### src/shared/pbc_pkg.sv
// pbc_pkg: offsets, field layout, reset values and helpers of the power budget block
`default_nettype none
package pbc_pkg;

  // ------------------------------------------------------------------
  // bus geometry
  // ------------------------------------------------------------------
  localparam int PBC_AW = 12;
  localparam int PBC_DW = 32;
  localparam int PBC_SW = PBC_DW / 8;

  // ------------------------------------------------------------------
  // register byte offsets
  // ------------------------------------------------------------------
  localparam logic [PBC_AW-1:0] PBC_OFF_HEADER = 12'h280;
  localparam logic [PBC_AW-1:0] PBC_OFF_SELECT = 12'h284;
  localparam logic [PBC_AW-1:0] PBC_OFF_DATA = 12'h288;
  localparam logic [PBC_AW-1:0] PBC_OFF_ALLOC = 12'h28c;
  localparam logic [PBC_AW-1:0] PBC_OFF_VALUE_BASE = 12'h300;
  localparam logic [PBC_AW-1:0] PBC_OFF_SWITCH_CONTROL_REG = 12'h404;

  // ------------------------------------------------------------------
  // budget value array
  // ------------------------------------------------------------------
  localparam int PBC_NUM_VALUES = 8;
  localparam int PBC_IDX_W = 3;
  localparam int PBC_WORD_LSB = 2;

  // ------------------------------------------------------------------
  // field positions and widths
  // ------------------------------------------------------------------
  localparam int PBC_CAPABILITY_IDENTIFIER_LSB = 0;
  localparam int PBC_CAPABILITY_IDENTIFIER_W = 16;
  localparam int PBC_CAPABILITY_VERSION_LSB = 16;
  localparam int PBC_CAPABILITY_VERSION_W = 4;
  localparam int PBC_NEXT_CAPABILITY_POINTER_LSB = 20;
  localparam int PBC_NEXT_CAPABILITY_POINTER_W = 12;
  localparam int PBC_SEL_LSB = 0;
  localparam int PBC_SEL_W = 8;
  localparam int PBC_SA_BIT = 0;
  localparam int PBC_UNLOCK_BIT = 0;

  // ------------------------------------------------------------------
  // reset values
  // ------------------------------------------------------------------
  localparam logic [PBC_CAPABILITY_IDENTIFIER_W-1:0] PBC_CAPABILITY_IDENTIFIER_RST = 16'h0000;
  localparam logic [PBC_CAPABILITY_VERSION_W-1:0] PBC_CAPABILITY_VERSION_RST = 4'h0;
  localparam logic [PBC_NEXT_CAPABILITY_POINTER_W-1:0] PBC_NEXT_CAPABILITY_POINTER_RST = 12'h000;
  localparam logic [PBC_SEL_W-1:0] PBC_SEL_RST = 8'h00;
  localparam logic PBC_SA_RST = 1'b0;
  localparam logic PBC_UNLOCK_RST = 1'b0;
  localparam logic [PBC_DW-1:0] PBC_VALUE_RST = 32'h0000_0000;

  // byte-lane merge of a write into an existing word
  function automatic logic [PBC_DW-1:0] pbc_merge(
    input logic [PBC_DW-1:0] old_word,
    input logic [PBC_DW-1:0] new_word,
    input logic [PBC_SW-1:0] strb
  );
    logic [PBC_DW-1:0] res;
    res = old_word;
    for (int i = 0; i < PBC_SW; i++) begin
      if (strb[i]) begin
        res[i*8 +: 8] = new_word[i*8 +: 8];
      end
    end
    return res;
  endfunction

endpackage
`default_nettype wire

### src/design/pbc_apb_port.sv
// pbc_apb_port: zero-wait apb slave handshake with registered read answer
`timescale 1ns/100ps
`default_nettype none
module pbc_apb_port (
  input wire logic pclk, // bus clock
  input wire logic presetn, // async reset, active low
  input wire logic psel, // slave select
  input wire logic penable, // access phase
  input wire logic pwrite, // direction, high for write
  input wire logic addr_hit, // address maps to a register
  input wire logic [pbc_pkg::PBC_DW-1:0] rd_value, // decoded read word
  output logic wr_commit, // write takes effect this edge
  output logic [pbc_pkg::PBC_DW-1:0] prdata, // read data
  output logic pready, // transfer complete
  output logic pslverr // unmapped address
);
  import pbc_pkg::*;

  logic setup;
  logic [PBC_DW-1:0] prdata_r;
  logic pslverr_r;

  // ------------------------------------------------------------------
  // phase decode
  // ------------------------------------------------------------------
  // every access completes in its first access cycle
  assign setup = psel & ~penable;
  assign pready = 1'b1;
  assign wr_commit = psel & penable & pwrite & ~pslverr_r;
  assign prdata = prdata_r;
  assign pslverr = pslverr_r;

  // answer is captured at setup so the access phase shows it from a flop
  always_ff @(posedge pclk or negedge presetn) begin
    if (!presetn) begin
      prdata_r <= '0;
      pslverr_r <= 1'b0;
    end else if (setup) begin
      prdata_r <= (!pwrite && addr_hit) ? rd_value : '0;
      pslverr_r <= ~addr_hit;
    end
  end

endmodule
`default_nettype wire

### src/design/pbc_value_bank.sv
// pbc_value_bank: sticky array of budget value words
`timescale 1ns/100ps
`default_nettype none
module pbc_value_bank #(
  parameter int NUM = pbc_pkg::PBC_NUM_VALUES // number of words
) (
  input wire logic pclk, // bus clock
  input wire logic presetn, // fundamental reset, active low
  input wire logic wr_en, // write strobe, already gated by unlock
  input wire logic [pbc_pkg::PBC_IDX_W-1:0] wr_idx, // word written
  input wire logic [pbc_pkg::PBC_DW-1:0] wr_data, // write data
  input wire logic [pbc_pkg::PBC_SW-1:0] wr_strb, // byte enables
  input wire logic [pbc_pkg::PBC_IDX_W-1:0] rd_idx, // word read
  output logic [pbc_pkg::PBC_DW-1:0] rd_data // selected word
);
  import pbc_pkg::*;

  logic [PBC_DW-1:0] mem_r [NUM];

  // ------------------------------------------------------------------
  // storage
  // ------------------------------------------------------------------
  // only the fundamental reset reaches these words; hot reset does not
  for (genvar g = 0; g < NUM; g++) begin : g_word
    always_ff @(posedge pclk or negedge presetn) begin
      if (!presetn) begin
        mem_r[g] <= PBC_VALUE_RST;
      end else if (wr_en && (wr_idx == PBC_IDX_W'(g))) begin
        mem_r[g] <= pbc_merge(mem_r[g], wr_data, wr_strb);
      end
    end
  end

  assign rd_data = mem_r[rd_idx];

endmodule
`default_nettype wire

### src/design/pbc_top.sv
// pbc_top: power budgeting capability register block behind an apb slave
`timescale 1ns/100ps
`default_nettype none
// Operation
// Header id field, 16 bits, resets to zero; four marks budgeting.
// Header version field, 4 bits, resets to zero; one means version one.
// The 8-bit read-write value select resets to zero and picks a value.
// A value select above seven makes the data register read zero.
// The read-only data register shows the selected value, else zero.
// Allocation bit zero is the system-allocated flag, reset to zero.
// Eight sticky 32-bit budget value registers start at offset 0x300.
// Budget values are readable and writable while value unlock is set.
// While value unlock is clear, writes to budget values are discarded.
// An eeprom loader is expected to preload id, version, flag and values.
// A hot reset leaves the sticky budget values unchanged.
// Reserved select and allocation bits read zero and ignore writes.
module pbc_top (
  input wire logic pclk, // bus clock, 100 MHz
  input wire logic presetn, // fundamental reset, async, active low
  input wire logic hot_reset, // hot reset level, synchronous
  input wire logic psel, // apb select
  input wire logic penable, // apb access phase
  input wire logic pwrite, // apb direction
  input wire logic [pbc_pkg::PBC_AW-1:0] paddr, // apb byte address
  input wire logic [pbc_pkg::PBC_DW-1:0] pwdata, // apb write data
  input wire logic [pbc_pkg::PBC_SW-1:0] pstrb, // apb byte strobes
  output logic [pbc_pkg::PBC_DW-1:0] prdata, // apb read data
  output logic pready, // apb ready
  output logic pslverr, // apb error, unmapped address
  output logic system_allocated, // allocation flag to the system
  output logic value_unlock // budget values writable
);
  import pbc_pkg::*;

  // ------------------------------------------------------------------
  // register state
  // ------------------------------------------------------------------
  logic [PBC_CAPABILITY_IDENTIFIER_W-1:0] capability_identifier_r;
  logic [PBC_CAPABILITY_VERSION_W-1:0] capability_version_r;
  logic [PBC_NEXT_CAPABILITY_POINTER_W-1:0] next_capability_pointer_r;
  logic [PBC_SEL_W-1:0] value_select_r;
  logic system_allocated_r;
  logic value_unlock_r;

  logic [PBC_CAPABILITY_IDENTIFIER_W-1:0] capability_identifier_nxt;
  logic [PBC_CAPABILITY_VERSION_W-1:0] capability_version_nxt;
  logic [PBC_NEXT_CAPABILITY_POINTER_W-1:0] next_capability_pointer_nxt;
  logic [PBC_SEL_W-1:0] value_select_nxt;
  logic system_allocated_nxt;
  logic value_unlock_nxt;

  // ------------------------------------------------------------------
  // address decode
  // ------------------------------------------------------------------
  logic wr_commit;
  logic hit_header;
  logic hit_select;
  logic hit_data;
  logic hit_alloc;
  logic hit_value;
  logic hit_switch_control_reg;
  logic addr_hit;
  logic [PBC_IDX_W-1:0] addr_idx;
  logic [PBC_AW-1:0] value_span;

  // the value window covers eight aligned words from its base
  assign value_span = paddr - PBC_OFF_VALUE_BASE;
  assign addr_idx = value_span[PBC_WORD_LSB +: PBC_IDX_W];
  assign hit_header = (paddr == PBC_OFF_HEADER);
  assign hit_select = (paddr == PBC_OFF_SELECT);
  assign hit_data = (paddr == PBC_OFF_DATA);
  assign hit_alloc = (paddr == PBC_OFF_ALLOC);
  assign hit_value = (paddr >= PBC_OFF_VALUE_BASE) &&
    (value_span < PBC_AW'(PBC_NUM_VALUES * 4)) &&
    (paddr[PBC_WORD_LSB-1:0] == '0);
  assign hit_switch_control_reg = (paddr == PBC_OFF_SWITCH_CONTROL_REG);
  assign addr_hit = hit_header | hit_select | hit_data | hit_alloc |
    hit_value | hit_switch_control_reg;

  // ------------------------------------------------------------------
  // word images as software sees them
  // ------------------------------------------------------------------
  logic [PBC_DW-1:0] header_word;
  logic [PBC_DW-1:0] select_word;
  logic [PBC_DW-1:0] alloc_word;
  logic [PBC_DW-1:0] switch_control_reg_word;

  assign header_word = {next_capability_pointer_r, capability_version_r,
    capability_identifier_r};
  // reserved bits above the live fields are driven as zero
  assign select_word = PBC_DW'(value_select_r);
  assign alloc_word = PBC_DW'(system_allocated_r) << PBC_SA_BIT;
  assign switch_control_reg_word = PBC_DW'(value_unlock_r) << PBC_UNLOCK_BIT;

  // ------------------------------------------------------------------
  // budget value bank and data register view
  // ------------------------------------------------------------------
  logic select_in_range;
  logic [PBC_IDX_W-1:0] select_idx;
  logic [PBC_IDX_W-1:0] bank_rd_idx;
  logic [PBC_DW-1:0] bank_rd_data;
  logic [PBC_DW-1:0] data_word;
  logic value_wr_en;

  // the bank has one read port: direct reads of a value word take it,
  // the data register uses it otherwise; both never happen in one cycle
  assign select_in_range = (value_select_r < PBC_SEL_W'(PBC_NUM_VALUES));
  assign select_idx = value_select_r[PBC_IDX_W-1:0];
  assign bank_rd_idx = hit_value ? addr_idx : select_idx;
  assign data_word = select_in_range ? bank_rd_data : '0;
  // a locked bank drops the write silently, the bus sees no error
  assign value_wr_en = wr_commit & hit_value & value_unlock_r;

  pbc_value_bank #(
    .NUM(PBC_NUM_VALUES)
  ) u_bank (
    .pclk(pclk),
    .presetn(presetn),
    .wr_en(value_wr_en),
    .wr_idx(addr_idx),
    .wr_data(pwdata),
    .wr_strb(pstrb),
    .rd_idx(bank_rd_idx),
    .rd_data(bank_rd_data)
  );

  // ------------------------------------------------------------------
  // read mux
  // ------------------------------------------------------------------
  logic [PBC_DW-1:0] rd_value;

  always_comb begin
    rd_value = '0;
    unique case (1'b1)
      hit_header: rd_value = header_word;
      hit_select: rd_value = select_word;
      hit_data: rd_value = data_word;
      hit_alloc: rd_value = alloc_word;
      hit_value: rd_value = bank_rd_data;
      hit_switch_control_reg: rd_value = switch_control_reg_word;
      default: rd_value = '0;
    endcase
  end

  pbc_apb_port u_port (
    .pclk(pclk),
    .presetn(presetn),
    .psel(psel),
    .penable(penable),
    .pwrite(pwrite),
    .addr_hit(addr_hit),
    .rd_value(rd_value),
    .wr_commit(wr_commit),
    .prdata(prdata),
    .pready(pready),
    .pslverr(pslverr)
  );

  // ------------------------------------------------------------------
  // next-state of the non-sticky registers
  // ------------------------------------------------------------------
  logic [PBC_DW-1:0] header_merged;
  logic [PBC_DW-1:0] select_merged;
  logic [PBC_DW-1:0] alloc_merged;
  logic [PBC_DW-1:0] switch_control_reg_merged;

  // eeprom loader and software share this path, so the header is
  // writable by any bus master; the loader is outside this block
  assign header_merged = pbc_merge(header_word, pwdata, pstrb);
  assign select_merged = pbc_merge(select_word, pwdata, pstrb);
  assign alloc_merged = pbc_merge(alloc_word, pwdata, pstrb);
  assign switch_control_reg_merged = pbc_merge(switch_control_reg_word, pwdata, pstrb);

  // hot reset returns these to reset value; bank words are not touched
  always_comb begin
    capability_identifier_nxt = capability_identifier_r;
    capability_version_nxt = capability_version_r;
    next_capability_pointer_nxt = next_capability_pointer_r;
    value_select_nxt = value_select_r;
    system_allocated_nxt = system_allocated_r;
    value_unlock_nxt = value_unlock_r;
    if (hot_reset) begin
      capability_identifier_nxt = PBC_CAPABILITY_IDENTIFIER_RST;
      capability_version_nxt = PBC_CAPABILITY_VERSION_RST;
      next_capability_pointer_nxt = PBC_NEXT_CAPABILITY_POINTER_RST;
      value_select_nxt = PBC_SEL_RST;
      system_allocated_nxt = PBC_SA_RST;
      value_unlock_nxt = PBC_UNLOCK_RST;
    end else if (wr_commit) begin
      if (hit_header) begin
        capability_identifier_nxt =
          header_merged[PBC_CAPABILITY_IDENTIFIER_LSB +: PBC_CAPABILITY_IDENTIFIER_W];
        capability_version_nxt =
          header_merged[PBC_CAPABILITY_VERSION_LSB +: PBC_CAPABILITY_VERSION_W];
        next_capability_pointer_nxt =
          header_merged[PBC_NEXT_CAPABILITY_POINTER_LSB +: PBC_NEXT_CAPABILITY_POINTER_W];
      end
      if (hit_select) begin
        value_select_nxt = select_merged[PBC_SEL_LSB +: PBC_SEL_W];
      end
      if (hit_alloc) begin
        system_allocated_nxt = alloc_merged[PBC_SA_BIT];
      end
      if (hit_switch_control_reg) begin
        value_unlock_nxt = switch_control_reg_merged[PBC_UNLOCK_BIT];
      end
    end
  end

  // ------------------------------------------------------------------
  // register flops
  // ------------------------------------------------------------------
  always_ff @(posedge pclk or negedge presetn) begin
    if (!presetn) begin
      capability_identifier_r <= PBC_CAPABILITY_IDENTIFIER_RST;
      capability_version_r <= PBC_CAPABILITY_VERSION_RST;
      next_capability_pointer_r <= PBC_NEXT_CAPABILITY_POINTER_RST;
      value_select_r <= PBC_SEL_RST;
      system_allocated_r <= PBC_SA_RST;
      value_unlock_r <= PBC_UNLOCK_RST;
    end else begin
      capability_identifier_r <= capability_identifier_nxt;
      capability_version_r <= capability_version_nxt;
      next_capability_pointer_r <= next_capability_pointer_nxt;
      value_select_r <= value_select_nxt;
      system_allocated_r <= system_allocated_nxt;
      value_unlock_r <= value_unlock_nxt;
    end
  end

  // ------------------------------------------------------------------
  // side outputs
  // ------------------------------------------------------------------
  assign system_allocated = system_allocated_r;
  assign value_unlock = value_unlock_r;

endmodule
`default_nettype wire

### config.mk
export PLATFORM = sky130hd
export DESIGN_NAME = pbc_top
export DESIGN_NICKNAME = d
export VERILOG_FILES = /design/src/shared/pbc_pkg.sv /design/src/design/pbc_apb_port.sv /design/src/design/pbc_value_bank.sv /design/src/design/pbc_top.sv
export SDC_FILE = /design/constraint.sdc
export NUM_CORES = 1
export LEC_CHECK = 0
export ABC_AREA = 1
export CAP_MARGIN = 20
export CORE_ASPECT_RATIO = 0.5
export CORE_UTILIZATION = 35
export DETAILED_ROUTE_END_ITERATION = 10
export DONT_BUFFER_PORTS = 1
export GPL_TIMING_DRIVEN = 0
export SYNTH_ARGS = -nofsm -noshare
export SYNTH_HDL_FRONTEND = slang
export SYNTH_SLANG_ARGS = --single-unit
### constraint.sdc
create_clock -name pclk -period 1.8 [get_ports pclk]
set_clock_uncertainty 0.15 [all_clocks]
set_input_delay 0 -clock pclk [delete_from_list [all_inputs] [get_ports pclk]]
set_output_delay 0 -clock pclk [all_outputs]
set_load 0.02 [all_outputs]
Word-level counts from Yosys, hierarchy flattened
Cells that the tools add are included. W data, S select, Z words.

Word-level logic and storage cells: 166. Output and inout port bits: 36. Register bits after elaboration: 331.

Equality and inequality tests: 12. Mux-type cells: 30. Add/subtract/negate cells: 1. Bitwise gates (word level): 15. Order comparisons: 4. Reduce and logical (&&, ||, !) cells: 62.

Operators with widths (number): $pmux W32 S6 (1); $mux W32 (4); $bmux W32 S3 (1); $reduce_and A2 Y1 (32); $mux W8 (7); $eq A12 B10 Y1 const B (4); $mux W16 (3); $mux W12 (3); $reduce_and A3 Y1 (7); $reduce_bool A2 Y1 (9); $eq A12 B11 Y1 const B (1); $eq A3 B3 Y1 const B (4); $ge A12 B10 Y1 const B (1); $lt A12 B6 Y1 const B (1); $mux W4 (3); $sub A12 B10 Y12 const B (1); $logic_and A1 B1 Y1 (11); $lt A8 B4 Y1 const B (1); $mux W1 (7); $and A1 B1 Y1 (6); $eq A3 B2 Y1 const B (2); $or A1 B1 Y1 (5); $ge A4 B4 Y1 const B (1); $not A3 Y4 (1); other kinds (6) (8).

Longest topological paths before layout
Gate-level depths: netlist (run 1).

Word-level depth: 12. Depth in mapped cells: 15.

By module
Synthesis (run 1) repeated with hierarchy kept, for this count alone.

Cells, all modules: 2339. Area, all modules: 17210.3 um^2.

Modules (own cells, without submodules): pbc_value_bank (area each 12807.3 um^2, cells an instance 1736, seq. area each 6406.1 um^2, times used 1); pbc_top (area each 2897.8 um^2, cells an instance 451, seq. area each 1051.0 um^2, times used 1); pbc_apb_port (area each 1505.2 um^2, cells an instance 152, seq. area each 825.8 um^2, times used 1).

Least setup slack after synthesis (run 1)
Ideal clock, no wire load.

Path type: register to register. Start: register u_port.pslverr_r (netlist: u_port.pslverr). End: register u_bank.mem_r[110] in the netlist's numbering. Data arrival time: 1782 ps. Stages on the path, launching flop included: 9. Path buffers: 2. Required time: 1519 ps. Slack: -263 ps. Setup time: 131 ps. Cell sequence: dfrtp_1 > nor4_1 > inv_1 > nor3_4 > buf_4 > nand3_1 > clkbuf_1 > nand2_1 > o21ai_0.

Word-level cells in the longest chain between the ends: 6.

Ends and longest elaborated chain: start, declared (RTL line pbc_apb_port.sv:21) `logic pslverr_r;`; start signal, assigned (RTL line pbc_apb_port.sv:40) `pslverr_r <= ~addr_hit;`; $not A1 Y1 (RTL line pbc_apb_port.sv:29) `assign wr_commit = psel & penable & pwrite & ~pslverr_r;`; $and A1 B1 Y1 (RTL line pbc_apb_port.sv:29); $and A1 B1 Y1 (2 in a row) (RTL line pbc_top.sv:112) `assign value_wr_en = wr_commit & hit_value & value_unlock_r;`; $logic_and A1 B1 Y1 (RTL line pbc_value_bank.sv:28) `end else if (wr_en && (wr_idx == PBC_IDX_W'(g))) begin`; $reduce_and A2 Y1 (no source line); end signal, assigned by index (RTL line pbc_value_bank.sv:29) `mem_r[g] <= pbc_merge(mem_r[g], wr_data, wr_strb);`; end, declared (RTL line pbc_value_bank.sv:18) `logic [PBC_DW-1:0] mem_r [NUM];`.

No other way between the ends. A chain may end at the register's enable or synchronous reset.

Final worst setup path (run 1)
Start: register u_port.pslverr_r (netlist: u_port.pslverr). End: register u_bank.mem_r[96] in the netlist's numbering.

Same word-level chain as after synthesis.

==> results by group, run 1 <==
GRT
  – GRT Util Overall: a little under a quarter
  – Number of global-route vias before repair: around 15k
  – Gr ovfl total: 0
  – Initial antenna violation count: 2
  – Largest net degree at the start of global routing: 332
  – First-pass GRT wire length: 86100 um

STA
  – Slew headroom: slightly below 20%
  – Final period util: 127%
  – Hold Vio Cnt, Final: approximately 350
  – Minimum clock period: ~2.3 ns
  – Final WS setup: -0.486 ns
  – Hold WS: -0.970 ns
  – Fmax: roughly 440 MHz
  – Worst slew pin tran: ~1.2 ns
  – Final setup fails: 328
  – Pins Over Slew Limit: 0
  – RSZ-0062 raised after global routing: true

Routing
  – Vias: roughly 16k
  – DR WL/cell: approximately 20 um
  – Final routed DRC violation total: 0
  – Routed WL: 61600 um
  – First drt pass iteration count: 5
  – DRT iter0 DRCs: between 1.5k and 2k
  – DR vias/cell: ~5.5
  – Antenna-violating nets left: 0

Synth
  – Syn Inst Count: 2134
  – Asr flop ratio synth: 100%
  – Post-Syn Nets: about 2.2k
  – Ys flop type: dfrtp_1
  – Yosys reg bits: between 300 and 400
  – Yosys warns: 0
  – EDFF count, synth: 0
  – Cell variety after synth: 27
  – Post-synthesis sequential area ratio: 51.3%
  – Syn avg cell area: between 7 and 8 um2
  – Mapped Area: roughly 16000 um2

Setup path
  – Worst path required time: 2.09 ns
  – Reg2Reg Launch Point: u_port.pslverr
  – Path depth of the worst reg2reg path: 8
  – Crit path max fanout: 8
  – CP Launch Type: flop
  – Worst Path Arrival: between 2 and 3 ns
  – Reg2Reg Setup Slack: -0.49 ns
  – Setup CP Type: flop to flop
  – R2r endpoint: u_bank.mem_r[96]
  – CP endpoint kind: flop

Pwr
  – Int Power: between 10 and 15 mW
  – Switch share: roughly a quarter
  – Power density cells: 717 nW/um2
  – P_sw: 4.50 mW
  – Reg power frac: 43.7%
  – Clk pwr share: 44.2%
  – Peak supply drop: approximately 0.65 mV
  – Comb pwr share: ~12%
  – P_leak: around 11 nW
  – Power, Total: approximately 17 mW

Clock tree
  – CTS sink cnt: about 330
  – H-tree levels: 2
  – Worst-Skew Late Latency: 0.54 ns
  – CTS buffer count: 36
  – Clock Path Buffers: 3
  – Clk pin slew, worst setup/hold paths: approximately 0.07 ns
  – Clock root buffer: clkbuf_16
  – CTS tree: yes

Layout
  – Proportion of layout cells with a drive suffix above 1: about a third
  – Commonest non-fill, non-tap cell in the layout: nand2_1
  – Commonest non-fill, non-tap cells in the layout: nand2_1 (392), dfrtp_1 (330), inv_1 (326), nand3_1 (230), nand3_2 (157)
  – Nets: between 2k and 2.5k
  – Fin util: ~53%
  – Synth-to-Final Area Change: 48.0%

Die
  – I/O pin cnt: 90
  – Die area: 47100 um2
  – Rows: 55
  – Initial core utilization: a little over a third
  – Core Box Area: 45300 um2
  – Die height: around 150 um
  – Die width: approximately 310 um

Worst hold path
  – HP Class: input port to async pin

Run
  – Max-cap viol count: 0

Outcome
  – Failing checks: hold timing, setup timing
  – Status: complete, but fails checks

Placement
  – IO buf count: 0
  – GPL Wtd Cong: between 0.9 and 1
  – DP Wirelength: about 36000 um
[routing by layer]
metal	wire (um)	part of all wire, %	global-route usage, %
met3	4720	7.7	3.71
met4	2360	3.8	7.39
met2	28300	46	36.8
met1	26200	42	33.6
met5	0	0	0
[metrics by stage]
stage                     cells  setup WS (ns)  instance area [um2]  setup TNS [ns]
after floorplan            2134        -0.0684                16300           -8.23
after global placement     2732         -0.904                17000         -194.38
after detailed placement   2732         -0.934                17000         -195.08
after CTS                  2923         -0.341                20700          -78.00
after global routing       3002         -0.542                23900         -133.51
final                      3002         -0.486                23900         -108.43
[synth_stat cells, types with 2 or more instances]
| cell type | instances | share of area [%] |
|---|---|---|
| o21ai_0 | 298 | 9.2 |
| o21ai_4 | 2 | 0.20 |
| clkbuf_1 | 60 | 1.4 |
| o31ai_1 | 8 | 0.37 |
| nor4_1 | 2 | 0.077 |
| nand3_1 | 431 | 13 |
| buf_4 | 6 | 0.28 |
| nor3_1 | 6 | 0.19 |
| nand2_1 | 574 | 13 |
| inv_1 | 332 | 7.7 |
| buf_2 | 43 | 1.3 |
| buf_1 | 6 | 0.14 |
| dfrtp_1 | 331 | 51 |
| nor2_1 | 22 | 0.51 |
[kinds of logic (layout without fill, tap and decap cells)]
logic type	count (synthesis)	after routing	synth area share, %
other	1	3	0.0232
buffers and inverters	449	714	10.9
AND/OR/NAND/NOR	1040	1042	27.8
AO/OA/AOI/OAI	313	314	10.0
flip-flops	331	331	51.3
[worst max-delay path, stage by stage, from the launching register on]
cell	delay, ns
dfrtp_2	0.48
nor4_4	0.30
inv_2	0.12
nor3_4	0.16
buf_12	0.19
buf_16	0.15
nand3_4	0.16
buf_8	0.24
o21ai_1	0.22
[repair_timing]
item	4_1_cts	5_1_grt
buffers inserted	57	49
hold buffers	40	8
pin swaps	7	122
endpoints found under the hold margin	659	483
gates cloned	35	22
resized for setup	375	771
setup endpoints to repair	328	324
[power groups by stage]
stage	clock network (mW)	logic, mW	registers, mW
global placement	0	1.10	7.62
detailed placement	0	1.11	7.62
finish	7.57	2.07	7.49
floorplan	0	0.724	7.62
CTS	7.56	1.38	7.49
global route	7.90	2.18	7.48
[registers in the layout (all words and copies together) (netlist names)]
register                   flops
u_bank.mem_r                 256
u_port.prdata                 32
capability_identifier_r       16
next_capability_pointer_r     12
value_select_r                 8
capability_version_r           4
system_allocated               1
u_port.pslverr                 1
value_unlock                   1
[layout make-up]
type	instances	area [um2]
fill	3911	21400
tap	598	748
clock inverter	8	104
multi-input combinational	1357	8570
clock buffer	52	1050
inverter	334	1260
sequential	331	8280
antenna	2	5.00
buffer	114	1280
timing repair buffer	206	2600
[worst max path at each step]
stage	start	endpoint	slack, ns	cells after the start
final	u_port.pslverr	u_bank.mem_r[96]	-0.49	8
after global routing	u_port.pslverr	u_bank.mem_r[96]	-0.54	8
after CTS	u_port.pslverr	u_bank.mem_r[38]	-0.34	9
after detailed placement	paddr[5]	u_port.prdata[17]	-0.93	12
after global placement	paddr[5]	u_port.prdata[17]	-0.90	12
after floorplan	u_port.pslverr	u_bank.mem_r[13]	-0.07	8
Power figures use the tool's default switching activity.
==> run 2: changes to the inputs <==
--- a/config.mk
+++ b/config.mk
@@ -7,7 +7,7 @@
 export LEC_CHECK = 0
 export ABC_AREA = 1
 export CAP_MARGIN = 20
-export CORE_ASPECT_RATIO = 0.5
+export CORE_ASPECT_RATIO = 0.75
 export CORE_UTILIZATION = 35
 export DETAILED_ROUTE_END_ITERATION = 10
 export DONT_BUFFER_PORTS = 1
==> constraint.sdc (replaced) <==
create_clock -name pclk -period 1.8 [get_ports pclk]
set_clock_uncertainty 0.15 [all_clocks]
set_input_delay 0.18 -clock pclk [delete_from_list [all_inputs] [get_ports pclk]]
set_output_delay 0.18 -clock pclk [all_outputs]
set_load 0.02 [all_outputs]
==> run 2 against run 1 <==
  * Power decreased by 2.3%
  * Worst setup slack got worse by 0.059 ns
  * Highest routed layer unchanged
  * Sequential power about the same
  * Register-to-register slack got worse by 0.06 ns
  * Largest cell class is now flip-flops and latches
  * Core utilization decreased by 0.74 points
  * Largest power group is now registers
  * The run ends with hold timing, slew limit, setup timing left
==> results by group, run 2 (synthesis results as in run 1) <==
Outcome
  – Status: complete, but fails checks
  – Failing checks: hold timing, slew limit, setup timing

Placement
  – Minimum setup slack after placement: -1.36 ns
  – GPL Wtd Cong: approximately 0.89
  – IO buf count: 0
  – DP Wirelength: about 37000 um
  – Post-DP Area: ~17000 um2
  – Dpl cells: around 2.7k

Routing
  – Routed WL: around 62000 um
  – DR WL/cell: just over 20 um
  – DRT iter0 DRCs: between 2k and 2.5k
  – Vias: roughly 16k
  – First drt pass iteration count: 8
  – Antenna-violating nets left: 0
  – Final routed DRC violation total: 0
  – DR vias/cell: approximately 5.4

GRT
  – GRT Util Overall: 24.8%
  – Largest net degree at the start of global routing: 332
  – First-pass GRT wire length: about 90000 um
  – Number of global-route vias before repair: between 15k and 20k
  – Initial antenna violation count: 2
  – Gr ovfl total: 0

Layout
  – Nets: 2434
  – Fin util: between 50 and 60%
  – Proportion of layout cells with a drive suffix above 1: around 30%
  – Final instance area: between 20000 and 25000 um2
  – Area of the multi-input gates: around 8100 um2
  – Reg with most FFs: u_bank.mem_r
  – Fillers: slightly below 4k
  – Max reg flops: roughly 260
  – Commonest non-fill, non-tap cell in the layout: nand2_1
  – Commonest non-fill, non-tap cells in the layout: nand2_1 (430), nand3_1 (339), dfrtp_1 (329), inv_1 (324), o21ai_1 (144)
  – Non-filler cells, final: 2989
  – FF+latch area: ~8300 um2
  – Synth-to-Final Area Change: 45.1%

Pwr
  – P_leak: 10.7 nW
  – Peak supply drop: ~0.55 mV
  – Power density cells: 714 nW/um2

Setup path
  – CP endpoint kind: flop
  – CP Launch Type: flop
  – Max incr delay on CP: 0.48 ns
  – Crit-path most repeated cell: buf_12
  – CP cell instances: nor4_4 > buf_4 > inv_4 > nor3_4 > buf_6 > buf_12 > buf_12 > nand3_4 > buf_8 > nand2_2 > o21ai_1
  – Crit path max fanout: 8
  – Setup CP Type: flop to flop
  – Bufs and invs on worst path: 6
  – Worst Path Arrival: 2.59 ns
  – Slowest stage cell on the critical path: dfrtp_2
  – Worst path required time: a little over 2 ns
  – Top Family by Delay on Critical Path: buffers and inverters

Clock tree
  – CTS sink cnt: 331
  – Worst-Skew Late Latency: 0.54 ns
  – Clk pin slew, worst setup/hold paths: ~0.06 ns
  – CTS tree: yes
  – Clock root buffer: clkbuf_16
  – CTS buffer count: 36
  – Clock Path Buffers: 3
  – H-tree levels: 2

Run
  – Max-cap viol count: 0

STA
  – Setup_tns: -128.02 ns
  – Minimum clock period: 2.34 ns
  – Hold Vio Cnt, Final: roughly 330
  – Fmax: approximately 430 MHz
  – RSZ-0062 raised after global routing: true
  – Slew headroom: -1.54%
  – Hold WS: -0.768 ns
  – Final period util: 130%
  – Final WS setup: -0.545 ns
  – Final setup fails: approximately 320
  – Worst slew pin tran: approximately 1.5 ns
  – Pins Over Slew Limit: 48

Die
  – Die width: 250 um
  – Core Box Area: about 45000 um2
  – Die area: 47000 um2
  – Initial core utilization: 35.8%
  – I/O pin cnt: 90
  – Rows: 67
  – Die height: ~190 um

Worst hold path
  – HP Class: input port to async pin
-- run 2: repair_timing --
item,CTS,global route
hold buffers,40,3
resized for setup,618,495
setup buffers,79,43
cloned,33,17
pin swaps,11,46
endpoints found under the setup margin,328,330
hold endpoints to repair,642,342
-- run 2: path summary, 6_finish.rpt --
kind                                   from           endpoint  slack, ns  cells after the start
max in group asynchronous           presetn     u_port.pslverr       0.97                      0
min reg2reg                u_bank.mem_r[92]   u_bank.mem_r[92]       0.33                      2
max                          u_port.pslverr  u_bank.mem_r[135]      -0.54                     11
min in group pclk                  paddr[6]   system_allocated       0.03                      7
max reg2reg                  u_port.pslverr  u_bank.mem_r[135]      -0.54                     11
min                                 presetn    u_bank.mem_r[9]      -0.77                      0
-- run 2: cell type report --
| cell class | count | area share (%) |
|---|---|---|
| Tap cell | 586 | 3.13 |
| Multi-Input combinational cell | 1355 | 34.4 |
| Inverter | 334 | 5.42 |
| Clock buffer | 54 | 4.61 |
| Timing Repair Buffer | 209 | 11.3 |
| Antenna cell | 2 | 0.0213 |
| Buffer | 113 | 5.58 |
| Sequential cell | 331 | 35.3 |
| Clock inverter | 5 | 0.213 |
-- run 2: worst reg2reg max path, stage by stage, from the launching register on --
cell	delay [ns]
dfrtp_2	0.48
nor4_4	0.27
buf_4	0.19
inv_4	0.05
nor3_4	0.11
buf_6	0.18
buf_12	0.17
buf_12	0.13
nand3_4	0.14
buf_8	0.24
nand2_2	0.05
o21ai_1	0.05
-- run 2: power by group --
group,internal (mW),switching [mW],total [mW]
sequential,7.47,0.0256,7.49
clock,4.26,3.10,7.36
combinational,0.705,1.18,1.88
-- run 2: per-stage QoR --
stage	power (mW)	hold slack, ns
6_report	16.7	-0.768
5_1_grt	17.2	-0.788
4_1_cts	16.3	-0.789
3_5_place_dp	8.76	-0.228
3_3_place_gp	8.75	-0.229
2_1_floorplan	8.36	-0.266
-- run 2: metal layers --
layer | up-vias | share of wire, % | track usage (%)
met4 | 0 | 2.7 | 7.06
met3 | 122 | 10 | 6.45
met2 | 802 | 44 | 36.1
met1 | 7949 | 43 | 36.0
met5 | - | 0 | 0
li1 | 7351 | - | -
